## config.mk

```make
export PLATFORM = sky130hd
export DESIGN_NAME = dma_sequencer
export DESIGN_NICKNAME = d
export VERILOG_FILES = /design/src/shared/dma_seq_pkg.sv /design/src/verilog/dma_sequencer.sv /design/src/verilog/output_latch.sv
export SDC_FILE = /design/constraint.sdc
export NUM_CORES = 1
export LEC_CHECK = 0
export BUFFER_PORTS_ARGS = -buffer_cell sky130_fd_sc_hd__buf_2
export CAP_MARGIN = 40
export CORE_MARGIN = 4
export CORE_UTILIZATION = 45
export CTS_BUF_LIST = sky130_fd_sc_hd__clkbuf_4
export CTS_CLUSTER_SIZE = 10
export DETAILED_ROUTE_END_ITERATION = 7
export GPL_TIMING_DRIVEN = 0
export MAX_ROUTING_LAYER = met4
export PLACE_DENSITY = 0.73
export SYNTH_ARGS = -nofsm -noshare
export SYNTH_HDL_FRONTEND = slang
export SYNTH_SLANG_ARGS = --single-unit
```

## constraint.sdc

```tcl
create_clock -name clk -period 2.7 [get_ports clk]
set_input_delay 0.135 -clock clk [delete_from_list [all_inputs] [get_ports clk]]
set_output_delay 0.135 -clock clk [all_outputs]
set_load 0.02 [all_outputs]
```

## src/shared/dma_seq_pkg.sv

```systemverilog
// constants for the disk/tape dma handshake sequencer
package dma_seq_pkg;
    // ------------------------------------------------------------
    // output latch bit positions
    // ------------------------------------------------------------
    localparam logic [2:0] LB_ATTN      = 3'h0;
    localparam logic [2:0] LB_DRESET    = 3'h1;
    localparam logic [2:0] LB_HOST_INT  = 3'h2;
    localparam logic [2:0] LB_TAPE_DREQ = 3'h3;
    localparam logic [2:0] LB_ONLINE    = 3'h4;
    localparam logic [2:0] LB_TAPE_INT  = 3'h5;
    localparam logic [2:0] LB_TAPE_RST  = 3'h6;
    localparam logic [2:0] LB_DISK_ACK  = 3'h7;
    localparam logic [7:0] LATCH_RESET  = 8'h00;
    // ------------------------------------------------------------
    // host command codes (thirteen valid)
    // ------------------------------------------------------------
    localparam logic [3:0] CMD_SET_ATTN   = 4'h0;
    localparam logic [3:0] CMD_CLR_ATTN   = 4'h1;
    localparam logic [3:0] CMD_SET_DRST   = 4'h2;
    localparam logic [3:0] CMD_CLR_DRST   = 4'h3;
    localparam logic [3:0] CMD_CLR_INT    = 4'h4;
    localparam logic [3:0] CMD_SET_TDREQ  = 4'h5;
    localparam logic [3:0] CMD_CLR_TDREQ  = 4'h6;
    localparam logic [3:0] CMD_SET_ONLINE = 4'h7;
    localparam logic [3:0] CMD_CLR_ONLINE = 4'h8;
    localparam logic [3:0] CMD_SET_TINT   = 4'h9;
    localparam logic [3:0] CMD_CLR_TINT   = 4'ha;
    localparam logic [3:0] CMD_SET_TRST   = 4'hb;
    localparam logic [3:0] CMD_CLR_TRST   = 4'hc;
    localparam logic [3:0] CMD_LAST       = 4'hc;
    // ------------------------------------------------------------
    // condition mux selects and program addresses
    // ------------------------------------------------------------
    localparam logic [3:0] CS_CMD_VALID = 4'h0;
    localparam logic [3:0] CS_DDMA_ACK  = 4'h1;
    localparam logic [3:0] CS_DISK_REQ  = 4'h2;
    localparam logic [3:0] CS_TAPE_ACK  = 4'h3;
    localparam logic [3:0] CS_TAPE_WR   = 4'h4;
    localparam logic [3:0] CS_TAPE_CMD  = 4'h5;
    localparam logic [3:0] CS_DISK_INT  = 4'h6;
    localparam logic [3:0] CS_TAPE_EXC  = 4'h7;
    localparam logic [3:0] CS_BUSY      = 4'h8;
    localparam logic [3:0] CS_TDMA_ACK  = 4'h9;
    localparam logic [3:0] CS_TAPE_RDY  = 4'ha;
    localparam logic [5:0] RESET_ADDR   = 6'h3f;
endpackage : dma_seq_pkg

```

## src/verilog/dma_sequencer.sv

```systemverilog
// handshake sequencer for host dma, disk bus and tape port
// Operation
// - idle loop tests conditions, branches or advances
// - thirteen commands, one write, ack pulse
// - set writes one, clear writes zero
// - ack subroutine: ready until bus busy
// - disk request starts one-byte disk dma
// - request channel 0, wait host ack
// - drop request, ack, wait request, release
// - same disk routine for read, write
// - tape ack starts read on channel 1
// - channel 1 ack with request latched starts write
// - write strobe, wait tape ack high, low
// - tape command: ready, wait tape ready pulse
// - one-hot node address on data lines
// - node match is or of masked bits
// - target mode lines latched and driven
// - reset starts at S_RESET, clears outputs
// - latch address selects one bit written
module dma_sequencer
    import dma_seq_pkg::*;
(
    // clock and reset
    input  wire logic       clk,
    input  wire logic       reset_n,
    // host command register
    input  wire logic       cmd_valid,
    input  wire logic [3:0] cmd_code,
    output logic            cmd_ack,
    // host dma
    input  wire logic       disk_dma_ack,
    input  wire logic       tape_dma_ack,
    output logic            disk_dma_req,
    output logic            host_ready_extend,
    output logic            host_int,
    // disk bus
    input  wire logic       disk_req,
    input  wire logic       disk_busy,
    input  wire logic [7:0] disk_data,
    input  wire logic [7:0] node_mask,
    input  wire logic       disk_int_req,
    output logic            disk_ack,
    output logic            disk_attn,
    output logic            disk_reset,
    output logic            node_match,
    // target mode lines
    input  wire logic [4:0] target_set,
    input  wire logic [4:0] target_clr,
    output logic      [4:0] target_lines,
    // tape port
    input  wire logic       tape_ack,
    input  wire logic       tape_ready,
    input  wire logic       tape_cmd_req,
    input  wire logic       tape_exception,
    output logic            tape_dma_req,
    output logic            tape_xfer,
    output logic            tape_req,
    output logic            tape_online,
    output logic            tape_int,
    output logic            tape_reset,
    // transfer status
    output logic            busy
);
    // ------------------------------------------------------------
    // state
    // ------------------------------------------------------------
    typedef enum logic [4:0] {
        S_RESET, S_IDLE_CMD, S_IDLE_DACK, S_IDLE_DREQ, S_IDLE_TACK, S_IDLE_TWR,
        S_IDLE_DACK2, S_IDLE_TCMD, S_IDLE_DINT, S_IDLE_TEXC, S_BUSY_WAIT,
        S_DD_REQ, S_DD_WAIT, S_RD_WAIT, S_WR_ACKHI, S_WR_ACKLO, S_WR_CLR,
        S_TC_RDYHI, S_TC_RDYLO, S_INT_TAPE
    } state_e;
    state_e state;
    state_e next_state;
    state_e ret_state;
    state_e next_ret;
    logic [7:0] latch_q;
    logic       lat_en;
    logic [2:0] lat_addr;
    logic       lat_set;
    logic       next_ready;
    logic       next_ddreq;
    logic       next_xfer;
    logic       next_treq;
    logic       next_ack;
    logic [3:0] cond_sel;
    logic       cond;
    // ------------------------------------------------------------
    // condition mux and node comparator
    // ------------------------------------------------------------
    function automatic logic pick(input logic [3:0] s, input logic [15:0] v);
        pick = v[s];
    endfunction : pick
    wire tape_wr_cond = tape_dma_ack && latch_q[LB_TAPE_DREQ];
    wire [15:0] cond_vec = {5'h00, tape_ready, tape_dma_ack, disk_busy,
                            tape_exception, disk_int_req, tape_cmd_req, tape_wr_cond,
                            tape_ack, disk_req, disk_dma_ack, cmd_valid};
    wire node_hit = |(disk_data & node_mask);
    wire cmd_ok   = cmd_code <= CMD_LAST;
    assign cond = pick(cond_sel, cond_vec);
    // ------------------------------------------------------------
    // sequencing
    // ------------------------------------------------------------
    always_comb begin
        next_state = state;
        next_ret   = ret_state;
        cond_sel   = CS_CMD_VALID;
        lat_en     = 1'b0;
        lat_addr   = 3'h0;
        lat_set    = 1'b0;
        next_ready = 1'b0;
        next_ddreq = 1'b0;
        next_xfer  = 1'b0;
        next_treq  = 1'b0;
        next_ack   = 1'b0;
        case (state)
            S_RESET: next_state = S_IDLE_CMD;
            S_IDLE_CMD: begin
                cond_sel = CS_CMD_VALID;
                if (cond && cmd_ok) begin
                    lat_en     = 1'b1;
                    // low codes set on even, high codes set on odd; code 4 only clears
                    lat_set    = (cmd_code == CMD_CLR_INT) ? 1'b0
                               : (cmd_code < CMD_CLR_INT) ? ~cmd_code[0] : cmd_code[0];
                    lat_addr   = (cmd_code <= CMD_CLR_DRST) ? 3'(cmd_code >> 1)
                               : (cmd_code == CMD_CLR_INT) ? LB_HOST_INT
                               : 3'((cmd_code - 4'h5) >> 1) + LB_TAPE_DREQ;
                    next_ack   = 1'b1;
                    // move on so a valid flag still standing is not run twice
                    next_state = S_IDLE_DACK;
                end else begin
                    next_state = S_IDLE_DACK;
                end
            end
            S_IDLE_DACK, S_IDLE_DACK2: begin
                cond_sel = CS_DDMA_ACK;
                next_ret = (state == S_IDLE_DACK) ? S_IDLE_DREQ : S_IDLE_TCMD;
                next_state = cond ? S_BUSY_WAIT : next_ret;
            end
            S_IDLE_DREQ: begin
                cond_sel   = CS_DISK_REQ;
                next_state = cond ? S_DD_REQ : S_IDLE_TACK;
            end
            S_IDLE_TACK: begin
                cond_sel = CS_TAPE_ACK;
                if (cond) begin
                    lat_en     = 1'b1;
                    lat_addr   = LB_TAPE_DREQ;
                    lat_set    = 1'b1;
                    next_ready = 1'b1;
                    next_state = S_RD_WAIT;
                end else begin
                    next_state = S_IDLE_TWR;
                end
            end
            S_IDLE_TWR: begin
                cond_sel = CS_TAPE_WR;
                if (cond) begin
                    next_xfer  = 1'b1;
                    next_state = S_WR_ACKHI;
                end else begin
                    next_state = S_IDLE_DACK2;
                end
            end
            S_IDLE_TCMD: begin
                cond_sel = CS_TAPE_CMD;
                if (cond) begin
                    next_ready = 1'b1;
                    next_treq  = 1'b1;
                    next_state = S_TC_RDYHI;
                end else begin
                    next_state = S_IDLE_DINT;
                end
            end
            S_IDLE_DINT: begin
                cond_sel = CS_DISK_INT;
                if (cond) begin
                    lat_en   = 1'b1;
                    lat_addr = LB_HOST_INT;
                    lat_set  = 1'b1;
                    next_state = S_IDLE_CMD;
                end else begin
                    next_state = S_IDLE_TEXC;
                end
            end
            S_IDLE_TEXC: begin
                cond_sel = CS_TAPE_EXC;
                if (cond) begin
                    lat_en   = 1'b1;
                    lat_addr = LB_HOST_INT;
                    lat_set  = 1'b1;
                    next_state = S_INT_TAPE;
                end else begin
                    next_state = S_IDLE_CMD;
                end
            end
            S_INT_TAPE: begin
                lat_en     = 1'b1;
                lat_addr   = LB_TAPE_DREQ;
                lat_set    = 1'b1;
                next_state = S_IDLE_CMD;
            end
            S_BUSY_WAIT: begin
                cond_sel   = CS_BUSY;
                next_ready = ~cond;
                if (cond) next_state = ret_state;
            end
            S_DD_REQ: begin
                cond_sel   = CS_DDMA_ACK;
                next_ddreq = ~cond;
                if (cond) begin
                    next_ready = 1'b1;
                    lat_en     = 1'b1;
                    lat_addr   = LB_DISK_ACK;
                    lat_set    = 1'b1;
                    next_state = S_DD_WAIT;
                end
            end
            S_DD_WAIT: begin
                cond_sel   = CS_DISK_REQ;
                next_ready = ~cond;
                if (cond) begin
                    lat_en     = 1'b1;
                    lat_addr   = LB_DISK_ACK;
                    next_state = S_IDLE_CMD;
                end
            end
            S_RD_WAIT: begin
                cond_sel   = CS_TDMA_ACK;
                next_ready = ~cond;
                if (cond) begin
                    lat_en     = 1'b1;
                    lat_addr   = LB_TAPE_DREQ;
                    next_state = S_IDLE_CMD;
                end
            end
            S_WR_ACKHI: begin
                cond_sel   = CS_TAPE_ACK;
                next_xfer  = 1'b1;
                if (cond) next_state = S_WR_ACKLO;
            end
            S_WR_ACKLO: begin
                cond_sel = CS_TAPE_ACK;
                if (!cond) next_state = S_WR_CLR;
            end
            S_WR_CLR: begin
                lat_en     = 1'b1;
                lat_addr   = LB_TAPE_DREQ;
                next_state = S_IDLE_CMD;
            end
            S_TC_RDYHI: begin
                cond_sel   = CS_TAPE_RDY;
                next_ready = 1'b1;
                next_treq  = 1'b1;
                if (cond) next_state = S_TC_RDYLO;
            end
            S_TC_RDYLO: begin
                cond_sel = CS_TAPE_RDY;
                if (!cond) next_state = S_IDLE_CMD;
            end
            default: next_state = S_RESET;
        endcase
    end

    always_ff @(posedge clk) begin
        if (!reset_n) begin
            state             <= S_RESET;
            ret_state         <= S_IDLE_DREQ;
            host_ready_extend <= 1'b0;
            disk_dma_req      <= 1'b0;
            tape_xfer         <= 1'b0;
            tape_req          <= 1'b0;
            cmd_ack           <= 1'b0;
            node_match        <= 1'b0;
            busy              <= 1'b0;
            target_lines      <= 5'h00;
        end else begin
            state             <= next_state;
            ret_state         <= next_ret;
            host_ready_extend <= next_ready;
            disk_dma_req      <= next_ddreq || (state == S_IDLE_DREQ && cond);
            tape_xfer         <= next_xfer;
            tape_req          <= next_treq;
            cmd_ack           <= next_ack;
            node_match        <= node_hit;
            busy              <= next_state != S_IDLE_CMD;
            target_lines      <= (target_lines | target_set) & ~target_clr;
        end
    end

    output_latch u_latch (
        .clk         (clk),
        .reset_n     (reset_n),
        .latch_clear (state == S_RESET),
        .enable      (lat_en),
        .addr        (lat_addr),
        .set_value   (lat_set),
        .q           (latch_q)
    );
    // latched lines re-registered so outputs come from flip-flops
    always_ff @(posedge clk) begin
        if (!reset_n) begin
            {disk_ack, tape_reset, tape_int, tape_online} <= 4'h0;
            {tape_dma_req, host_int, disk_reset, disk_attn} <= 4'h0;
        end else begin
            {disk_ack, tape_reset, tape_int, tape_online} <= latch_q[7:4];
            {tape_dma_req, host_int, disk_reset, disk_attn} <= latch_q[3:0];
        end
    end
endmodule : dma_sequencer

```

## src/verilog/output_latch.sv

```systemverilog
// addressable eight-bit output latch
module output_latch
    import dma_seq_pkg::*;
(
    // clock and reset
    input  wire logic       clk,
    input  wire logic       reset_n,
    // write port
    input  wire logic       latch_clear,
    input  wire logic       enable,
    input  wire logic [2:0] addr,
    input  wire logic       set_value,
    // latched lines
    output logic      [7:0] q
);
    genvar i;
    generate
        for (i = 0; i < 8; i++) begin : g_bit
            always_ff @(posedge clk) begin
                if (!reset_n || latch_clear) begin
                    q[i] <= LATCH_RESET[i];
                end else if (enable && addr == 3'(i)) begin
                    q[i] <= set_value;
                end
            end
        end
    endgenerate
endmodule : output_latch
```

==> flow_summary_export.csv, run 1 <==
group,metric,value,unit
placed_design,gp_congestion,0.994,
cts,path_clk_slew,110,ps
layout,regArea,681,sq um
cts,htreeDepth,2,
timing,period_needed,2630,ps
yosys,synth.largest_area_cell,"dfxtp_1",
timing,fmax,381,MHz
global_routing,grt_pass1_wl,11600,microns
setup_path,reg2reg_from,"state[1]$_SDFF_PN0_",
layout,area_growth,25.0,%
cts,cts_tree,"done",
yosys,ys_warn_count,0,
yosys,syn-num-nets,357,
die,die_h,82.0,microns
timing,tightest_slew,808,ps
global_routing,track_usage,0.229,
setup_path,cp-end-kind,"flip-flop",
global_routing,antenna_found_initial,0,
global_routing,grt_pass1_vias,2395,
global_routing,gr-usage-met2,0.360,
power,pwr-share-seq,0.205,
power,intPower,1.49,mW
timing,setup_viol,0,
setup_path,critPathArrivalTime,2870,ps
timing,fin_skew,15.3,ps
detailed_routing,drtIter0Drc,359,
layout,final_area,3080,sq um
yosys,yosys-top-cells-area,"dfxtp_1 28%, mux2i_1 6.1%, buf_6 4.6%",
die,die_w,82.0,microns
layout,final_cell_mix,"60 x buf_2, 34 x dfxtp_1, 29 x nand2_1",
global_routing,use_met3,0.0362,
global_routing,grt.overflow.total,0,
die,core_area,5200,sq um
detailed_routing,final_antenna_net_count,0,
yosys,yosysUniqueCellTypes,70,
detailed_routing,drc,0,
yosys,syn-cell-area,2460,sq um
layout,antenna_cells,0,
timing,max_slew_margin,0.459,
timing,rsz0062_at_grt,"yes",
die,die_area,6720,sq um
worst_hold_path,min-delay-start,"target_set[1]",
die,initial_core_util,0.473,
setup_path,critPathMaxFanout,10,
layout,mostFrequentLayoutCell,"buf_2",
layout,multiInputGateArea,1630,sq um
timing,hold_viol,0,
flow_run,maxCapViolCount,0,
yosys,netlist.area_leader.share,0.276,
setup_path,crit_required,2940,ps
status,outcome,"finished clean",
power,netSwitchingPower,1.33,mW
setup_path,startpoint,"state[1]$_SDFF_PN0_",
timing,fin_crit_sh,0.973,
setup_path,worstSetupPathType,"reg2reg",
yosys,synth_area_per_cell,7.90,sq um
detailed_routing,vias_per_cell,6.02,
placed_design,dp_cells,442,
placed_design,dpl_cell_area,2850,sq um
placed_design,port_buffers,60,
cts,clock_path_buffers,2,
detailed_routing,first_pass_iters,5,
global_routing,busiest_layer,"met2",
power,vdd_drop_max,0.000476,V
yosys,netlist_instances,312,
cts,root_buffer,"clkbuf_4",
power,sw_frac_of_total,0.471,
power,power_density,916,nW/um^2
layout,nets,430,
setup_path,critPathLaunchType,"flip-flop",
die,design.portCount,62,
detailed_routing,avgRoutedWirePerCell,16.3,microns
layout,layout-drive-gt1-share,0.303,
placed_design,dp_hpwl,5330,microns
yosys,async_flop_share,0,
yosys,synth-edff-count,0,
cts,clock_latency,360,ps
yosys,synth.yosys.seq_area_share,0.276,
layout,layout.cells.non_filler,456,
power,clkPwrFrac,0.137,
power,power_leakage,1.30,nW
yosys,synthFlopType,"dfxtp_1",
die,num_rows,26,
worst_hold_path,hp-class,"in2reg",
detailed_routing,via_count,2747,
global_routing,grt_max_degree,11,
cts,cts_made_buffers,5,
power,p_comb_frac,0.659,
timing,drv_slew,0,
cts,clock-sinks,34,
layout,nFillCells,489,
yosys,synth_seq_cells,34,
detailed_routing,drt-total-wl,7440,microns
global_routing,met1_usage,0.298,
[power groups by stage]
stage / Sequential [mW] / Clock (mW) / Combinational (mW)
floorplan: 0.607 / 0 / 1.28
global placement: 0.587 / 0 / 1.67
detailed placement: 0.586 / 0 / 1.68
finish: 0.578 / 0.385 / 1.86
CTS: 0.575 / 0.385 / 1.71
global route: 0.584 / 0.414 / 2.00
[final timing paths]
path | slack (ps) | endpoint | cells past startpoint
worst max-delay path | 70 | u_latch.q[1]$_SDFFE_PP0P_ | 9
worst min-delay path | 70 | target_lines[1]$_SDFF_PN0_ | 3
worst max register to register | 70 | u_latch.q[1]$_SDFFE_PP0P_ | 9
worst min register to register | 460 | u_latch.q[4]$_SDFFE_PP0P_ | 2
[cells by family (layout without fill, tap and decap cells)]
family,count (synthesis),after routing,share of synthesized area
adders and majority gates,3,3,0.0152
xor gates and xnor gates,5,5,0.0178
buffers and inverters,36,110,0.0934
DFF,34,34,0.276
and+or+nand+nor,126,126,0.268
muxes,15,15,0.0609
AOI/OAI and AO/OA,93,93,0.269
[synthesized netlist by cell type, drive strengths merged, types with 3 or more instances]
master  instances
a211oi          3
a21oi          17
a22oi           6
a31oi           5
a32oi           4
and2           10
buf            17
clkbuf          7
dfxtp          34
ha              3
inv            10
mux2i          15
nand2          30
nand2b          4
nand3           6
nor2           30
nor2b           7
nor3           17
nor3b           3
nor4b           3
o211ai          3
o21ai          20
o21bai          4
o22ai           4
o31ai           3
xnor2           3
[worst max-delay path, stage by stage (launching register included)]
cell,delay (ps)
dfxtp_1,470
nand2_1,240
o311a_1,350
a32o_2,240
o31ai_4,80
a21oi_2,130
buf_6,160
or4_4,520
o21bai_1,180
mux2i_1,140
[state kept, by name (all words and copies together), names as in the netlist]
| register | cells |
|---|---|
| ret_state | 1 |
| disk_reset | 1 |
| cmd_ack | 1 |
| u_latch.q | 8 |
| tape_dma_req | 1 |
| host_int | 1 |
| host_ready_extend | 1 |
| disk_ack | 1 |
| target_lines | 5 |
| busy | 1 |
| disk_dma_req | 1 |
| tape_xfer | 1 |
| tape_online | 1 |
| tape_req | 1 |
| node_match | 1 |
| state | 5 |
| tape_int | 1 |
| disk_attn | 1 |
| tape_reset | 1 |
[layout make-up]
| class | instances | area share |
|---|---|---|
| clock buffers | 7 | 0.0171 |
| clock inverters | 1 | 0.00975 |
| inverters | 12 | 0.0146 |
| repair buffers | 66 | 0.116 |
| plain buffers | 24 | 0.0646 |
| flip-flops and latches | 34 | 0.221 |
| well taps | 70 | 0.0284 |
| multi-input cells | 242 | 0.528 |
[what timing repair did]
| item | 4_1_cts | 5_1_grt |
|---|---|---|
| setup endpoints to repair | 9 | 11 |
| hold buffers | 5 | 0 |
| hold endpoints to repair | 5 | 0 |
| pin swaps | 0 | 7 |
| setup buffers | 0 | 1 |
| gates resized for setup | 3 | 19 |
[per-layer routing]
metal	routed length (microns)	vias up	share of wire
met3	713	19	0.096
met1	3220	1259	0.43
met2	3350	175	0.45
li1	-	1294	-
met4	155	0	0.021
met5	0	-	0
[metrics by stage]
stage / hold slack, ps / util / TNS [ps] / power (mW) / setup slack, ps
finish: 66.8 / 0.592 / 0 / 2.82 / 74.1
global route: 68.5 / 0.592 / -88.7 / 3.00 / -27.9
CTS: 57.1 / 0.575 / 0 / 2.67 / 5.21
detailed placement: 306 / 0.548 / -394 / 2.27 / -63.4
global placement: 304 / 0.548 / -158 / 2.26 / -26.4
floorplan: 214 / - / 0 / 1.89 / 317
Note: power is estimated with default switching activity, not from simulation.
==> inputs of run 2 (changes only) <==
CORE_UTILIZATION = 50   (was 45)
PLACE_DENSITY = 0.8   (was 0.73)
==> run 2 against run 1 <==
Sequential power increased by 1%. Global-route usage is 1.9 points higher. Cell count decreased by 0.66%. Sequential share of layout area barely moved. Register-to-register slack lost 20 ps. Worst hold slack worse by 7.1 ps. Flip-flop and latch count is the same.
==> flow_summary_export.csv, run 2 (synthesis results as in run 1) <==
group,metric,value,unit
setup_path,reg2regPathDepth,11,
detailed_routing,first_pass_iters,5,
layout,final_util,0.653,
setup_path,cp-end-kind,"flip-flop",
cts,cts_tree,"done",
timing,fmax,379,MHz
cts,clock_path_buffers,2,
worst_hold_path,holdPathEnd,"target_lines[2]$_SDFF_PN0_",
cts,root_buffer,"clkbuf_4",
layout,largest_reg_flops,8,
timing,setup_slack,58.6,ps
setup_path,max_stage_delay,420,ps
timing,fin_crit_sh,0.978,
layout,largest_register,"u_latch.q",
setup_path,reg2reg_from,"state[1]$_SDFF_PN0_",
timing,drv_slew,0,
placed_design,dpl_cell_area,2850,sq um
cts,clock-sinks,34,
die,die_w,78.2,microns
die,design.portCount,62,
timing,finalSetupTns,0,ps
power,power_leakage,1.29,nW
setup_path,r2r_end,"u_latch.q[4]$_SDFFE_PP0P_",
power,power_density,910,nW/um^2
timing,hold_viol,0,
status,outcome,"finished clean",
cts,cts_made_buffers,5,
detailed_routing,drtIter0Drc,233,
worst_hold_path,hp-class,"in2reg",
worst_hold_path,min-delay-start,"target_set[2]",
power,p_total,2.82,mW
cts,path_clk_slew,120,ps
cts,clock_latency,350,ps
die,die_h,78.2,microns
layout,area_growth,26.0,%
setup_path,cpMostUsedCell,"buf_6",
setup_path,path_cells,"buf_6, inv_2, buf_6, nor2_2, a32oi_1, a21oi_1, a21o_1, buf_2, and4_1, or3b_1, mux2i_1",
setup_path,worstSetupPathType,"reg2reg",
setup_path,slowest_stage,"dfxtp_2",
global_routing,track_usage,0.248,
detailed_routing,drc,0,
detailed_routing,avgRoutedWirePerCell,16.6,microns
layout,mostFrequentLayoutCell,"buf_2",
layout,layout-drive-gt1-share,0.319,
global_routing,grt_pass1_wl,12100,microns
flow_run,maxCapViolCount,0,
placed_design,port_buffers,60,
detailed_routing,via_count,2711,
die,initial_core_util,0.518,
timing,tightest_slew,829,ps
worst_hold_path,holdPathStages,3,
detailed_routing,final_antenna_net_count,0,
timing,setup_viol,0,
die,num_rows,25,
setup_path,critPathLaunchType,"flip-flop",
die,die_area,6110,sq um
die,core_area,4750,sq um
detailed_routing,drt-total-wl,7540,microns
layout,antenna_cells,0,
setup_path,worst-path-buf-inv,4,
timing,fin_skew,11.6,ps
layout,final_area,3100,sq um
cts,htreeDepth,2,
setup_path,r2r_setup_slack,60,ps
setup_path,crit_required,2920,ps
setup_path,critPathMaxFanout,10,
layout,nets,430,
detailed_routing,vias_per_cell,5.98,
setup_path,critPathArrivalTime,2870,ps
placed_design,dp_hpwl,5340,microns
placed_design,dp_slack,-50.1,ps
placed_design,gp_congestion,0.970,
layout,final_cell_mix,"61 x buf_2, 30 x dfxtp_1, 28 x nand2_1",
global_routing,grt_max_degree,13,
setup_path,critPathTopFamily,"simple AND/OR/NAND/NOR gates",
timing,period_needed,2640,ps
global_routing,grt.overflow.total,0,
power,vdd_drop_max,0.000472,V
global_routing,grt_pass1_vias,2574,
global_routing,antenna_found_initial,0,
timing,max_slew_margin,0.445,
layout,top_regs,"u_latch.q: 8 flops, state: 5 flops, target_lines: 5 flops",
==> run 2: cell count changes in the layout (fill, tap and decap cells not counted), sizes merged <==
cell,previous run,this run
clkbuf,15,12
buf,77,78
clkinvlp,0,2
==> run 2: area by class of cell <==
cell class / instances / area, sq um
clock inverter: 3 / 45.0
timing repair buffer: 66 / 358
buffer: 24 / 200
tap: 67 / 83.8
clock buffer: 5 / 37.5
fill: 422 / 1650
multi-input combinational: 242 / 1650
sequential: 34 / 686
inverter: 12 / 45.0
==> run 2: how the worst max path moves through the flow <==
stage               depth (start not counted)                 from                        end
floorplan                                  10  state[0]$_SDFF_PN0_  u_latch.q[0]$_SDFFE_PP0P_
global placement                           11  state[2]$_SDFF_PN0_  u_latch.q[2]$_SDFFE_PP0P_
detailed placement                         11  state[2]$_SDFF_PN0_  u_latch.q[6]$_SDFFE_PP0P_
CTS                                        11  state[0]$_SDFF_PN0_            busy$_SDFF_PN0_
global route                               10  state[0]$_SDFF_PN0_  u_latch.q[1]$_SDFFE_PP0P_
finish                                     11  state[1]$_SDFF_PN0_  u_latch.q[4]$_SDFFE_PP0P_
==> run 2: report_power, final <==
part | total, mW | switching [mW] | internal (mW) | leakage (nW)
Combinational | 1.86 | 1.14 | 0.715 | 0.977
Sequential | 0.584 | 0.0315 | 0.553 | 0.278
Clock | 0.380 | 0.186 | 0.194 | 0.0374
Total | 2.82 | 1.36 | 1.46 | 1.29
==> run 2: timing repair <==
item | 4_1_cts | 5_1_grt
pin swaps | 0 | 3
hold buffers | 5 | 0
cloned | 0 | 0
endpoints found under the setup margin | 9 | 11
resized for setup | 3 | 27
buffers inserted | 0 | 1
hold endpoints to repair | 5 | 0
==> run 2: metal layers <==
layer  GRT usage  vias to the layer above  part of all wire
li1            -                     1302                 -
met1       0.313                     1204              0.41
met2       0.389                      177              0.44
met3      0.0528                       28              0.11
met4      0.0979                        0             0.035
met5           -                        -                 0
==> run 2: tightest hold or removal path, delay by kind of cell <==
kind	cells	cell delay [ps]
and+or+nand+nor	2	140
buffers and inverters	1	70
==> run 2: through the flow <==
stage | std cells | hold slack [ps]
2_1_floorplan | 312 | 214
3_3_place_gp | 439 | 304
3_5_place_dp | 439 | 307
4_1_cts | 452 | 58.6
5_1_grt | 453 | 64.0
6_report | 453 | 59.7
==> inputs of run 3 (changes only) <==
--- a/config.mk
+++ b/config.mk
@@ -7,2 +7,3 @@
 export LEC_CHECK = 0
+export ABC_AREA = 1
 export BUFFER_PORTS_ARGS = -buffer_cell sky130_fd_sc_hd__buf_2
@@ -16,3 +17,3 @@
 export MAX_ROUTING_LAYER = met4
-export PLACE_DENSITY = 0.8
+export PLACE_DENSITY = 0.81
 export SYNTH_ARGS = -nofsm -noshare
@@ -20 +21,2 @@
 export SYNTH_SLANG_ARGS = --single-unit
+export TNS_END_PERCENT = 20
--- a/constraint.sdc
+++ b/constraint.sdc
@@ -3,2 +3,2 @@
 set_output_delay 0.135 -clock clk [all_outputs]
-set_load 0.02 [all_outputs]
+set_load 0.1 [all_outputs]
==> run 3 against run 2 <==
Combinational power is essentially flat. Fmax grew 3.6%. Clock-buffer cell count is the same. Clock skew shrank 2.9 ps. Flip-flop and latch count is the same. Critical path depth grew 3. Cell count grew 8.4%. First-iteration DRC count shrank 30%. Critical endpoint is now u_latch.q[6]$_SDFFE_PP0P_. Die area shrank 9.7%. Total power grew 4.7%. Area after synthesis shrank 11%. Global-route usage grew 0.58 points. Critical path type unchanged.
==> flow_summary_export.csv, run 3 <==
group,metric,value,unit
yosys,async_flop_share,0,
timing,tightest_slew,586,ps
yosys,synth_area_per_cell,5.99,sq um
global_routing,grt.overflow.total,0,
timing,hold_viol,0,
layout,antenna_cells,0,
cts,clock_path_buffers,2,
detailed_routing,drtIter0Drc,163,
yosys,syn-cell-area,2200,sq um
setup_path,crit_required,2970,ps
yosys,netlist.area_leader.share,0.310,
yosys,synth_xor_area_frac,0.00399,
cts,post-cts-setup-buffer-count,0,
layout,largest_register,"u_latch.q",
die,die_h,74.3,microns
setup_path,cp-end-kind,"flip-flop",
layout,final_area,2800,sq um
timing,fin_skew,8.70,ps
setup_path,critPathMaxFanout,10,
die,design.portCount,62,
setup_path,critPathArrivalTime,2820,ps
cts,clock-sinks,34,
placed_design,dpl_cell_area,2560,sq um
timing,setup_slack,151,ps
global_routing,grt_pass1_wl,10600,microns
layout,final_cell_mix,"99 x nand2_1, 61 x buf_2, 58 x inv_1",
global_routing,antenna_found_initial,0,
setup_path,critPathLaunchType,"flip-flop",
timing,finalSetupTns,0,ps
cts,path_clk_slew,110,ps
flow_run,maxCapViolCount,0,
global_routing,grt_max_degree,13,
layout,nFillCells,383,
cts,clock_latency,330,ps
timing,fin_crit_sh,0.944,
yosys,yosys.area_share.simple,0.466,
detailed_routing,final_antenna_net_count,0,
status,outcome,"finished clean",
layout,regArea,688,sq um
detailed_routing,drc,0,
layout,layout-drive-gt1-share,0.254,
placed_design,port_buffers,61,
die,core_area,4120,sq um
cts,cts_made_buffers,5,
power,vdd_drop_max,0.000883,V
detailed_routing,via_count,2474,
cts,cts_tree,"done",
worst_hold_path,hp-class,"in2reg",
detailed_routing,drt-total-wl,6360,microns
yosys,synth_mux_area_frac,0,
timing,period_needed,2550,ps
placed_design,dp_cells,478,
cts,htreeDepth,2,
yosys,synth-edff-count,0,
timing,setup_viol,0,
yosys,synth_top_family_by_area,"simple AND/OR/NAND/NOR gates",
yosys,synth_common_cells,"102 x nand2_1, 58 x inv_1, 54 x nor2_1",
detailed_routing,avgRoutedWirePerCell,13.0,microns
timing,fmax,392,MHz
layout,area_growth,27.4,%
yosys,yosys-top-cells-area,"dfxtp_1 31%, nand2_1 17%, inv_1 9.9%",
layout,largest_reg_flops,8,
power,power_density,1060,nW/um^2
setup_path,worstSetupPathType,"reg2reg",
power,power_leakage,1.68,nW
yosys,yosysUniqueCellTypes,32,
layout,nets,485,
die,die_w,74.3,microns
yosys,netlist_instances,367,
global_routing,track_usage,0.254,
layout,top_regs,"u_latch.q: 8 flops, state: 5 flops, target_lines: 5 flops",
timing,max_slew_margin,0.605,
yosys,syn-num-nets,412,
yosys,synth.largest_area_cell,"dfxtp_1",
yosys,synthAdderAreaFrac,0.0171,
yosys,synth_seq_cells,34,
placed_design,dp_hpwl,4780,microns
layout,layout.cells.non_filler,491,
yosys,ys_warn_count,0,
detailed_routing,vias_per_cell,5.04,
global_routing,grt_pass1_vias,2412,
yosys,synth.yosys.seq_area_share,0.310,
timing,drv_slew,0,
die,initial_core_util,0.534,
detailed_routing,first_pass_iters,4,
yosys,yosysMostFrequentCell,"nand2_1",
layout,multiInputGateArea,1300,sq um
yosys,synthFlopType,"dfxtp_1",
placed_design,gp_congestion,0.965,
yosys,synth_compound_area_frac,0.0757,
layout,mostFrequentLayoutCell,"nand2_1",
die,die_area,5520,sq um
placed_design,dp_slack,78.5,ps
die,num_rows,23,
cts,root_buffer,"clkbuf_4",
-- run 3: changes by cell type after synthesis, sizes merged, moves of 5 or more --
cell,previous run,this run
nand2,30,111
nor3,17,8
a22oi,6,1
nor2b,7,0
nor2,30,62
o21ai,20,13
mux2i,15,0
a21oi,17,8
nand3,6,43
and2,10,0
inv,10,64
buf,17,3
clkbuf,7,2
-- run 3: worst paths after layout --
kind / startpoint / endpoint / slack [ps] / cells past startpoint
worst max register to register: state[3]$_SDFF_PN0_ / u_latch.q[6]$_SDFFE_PP0P_ / 150 / 14
worst min register to register: u_latch.q[6]$_SDFFE_PP0P_ / tape_reset$_SDFF_PN0_ / 440 / 2
worst min-delay path: target_set[1] / target_lines[1]$_SDFF_PN0_ / 60 / 3
worst max-delay path: state[3]$_SDFF_PN0_ / u_latch.q[6]$_SDFFE_PP0P_ / 150 / 14
-- run 3: cell type report --
| cell class | count | area share |
|---|---|---|
| multi-input cells | 262 | 0.464 |
| flip-flops and latches | 34 | 0.246 |
| repair buffers | 66 | 0.127 |
| inverters | 66 | 0.0885 |
| clock inverters | 3 | 0.0246 |
| well taps | 50 | 0.0223 |
| plain buffers | 5 | 0.0147 |
| clock buffers | 5 | 0.0134 |
-- run 3: timing repair --
action | in CTS | in global routing
setup endpoints to repair | 1 | 14
gates resized for setup | 1 | 22
gates cloned | 0 | 0
pin swaps | 0 | 3
hold buffers | 5 | 0
endpoints found under the hold margin | 5 | 0
-- run 3: report_power, final --
| group | switching [mW] | internal (mW) |
|---|---|---|
| Combinational | 1.28 | 0.561 |
| Clock | 0.179 | 0.290 |
| Sequential | 0.0702 | 0.579 |
| Total | 1.53 | 1.43 |
-- run 3: cells by family (layout without fill, tap and decap cells) --
kind of cell	after synthesis	after routing
AO/OA/AOI/OAI	29	29
AND/OR/NAND/NOR	229	229
flip-flops	34	34
adder cells (fa/ha/maj)	3	3
XOR/XNOR	1	1
buffers and inverters	71	145
-- run 3: stage by stage --
stage          hold slack (ps)  utilization  power, mW
2_1_floorplan              214            -       1.98
3_3_place_gp               302        0.623       2.32
3_5_place_dp               303        0.623       2.34
4_1_cts                   49.3        0.663       2.82
5_1_grt                   62.9        0.680       3.20
6_report                  59.7        0.680       2.96
-- run 3: per-layer routing --
layer | part of all wire | GRT usage | routed length, microns
met1 | 0.45 | 0.314 | 2850
met2 | 0.46 | 0.414 | 2930
met3 | 0.071 | 0.0500 | 449
met4 | 0.021 | 0.0870 | 136
met5 | 0 | - | 0
-- run 3: critical path, cell delays in order (launching register included) --
cell	delay [ps]
dfxtp_2	390
nor2_4	230
nand2_1	120
o21ai_0	480
inv_1	150
nand3_2	140
nand3_4	100
nand2_4	100
buf_6	140
nand4_2	120
nand2_4	140
nand3_1	110
nand2_1	100
nand2_1	60
nor2_1	110
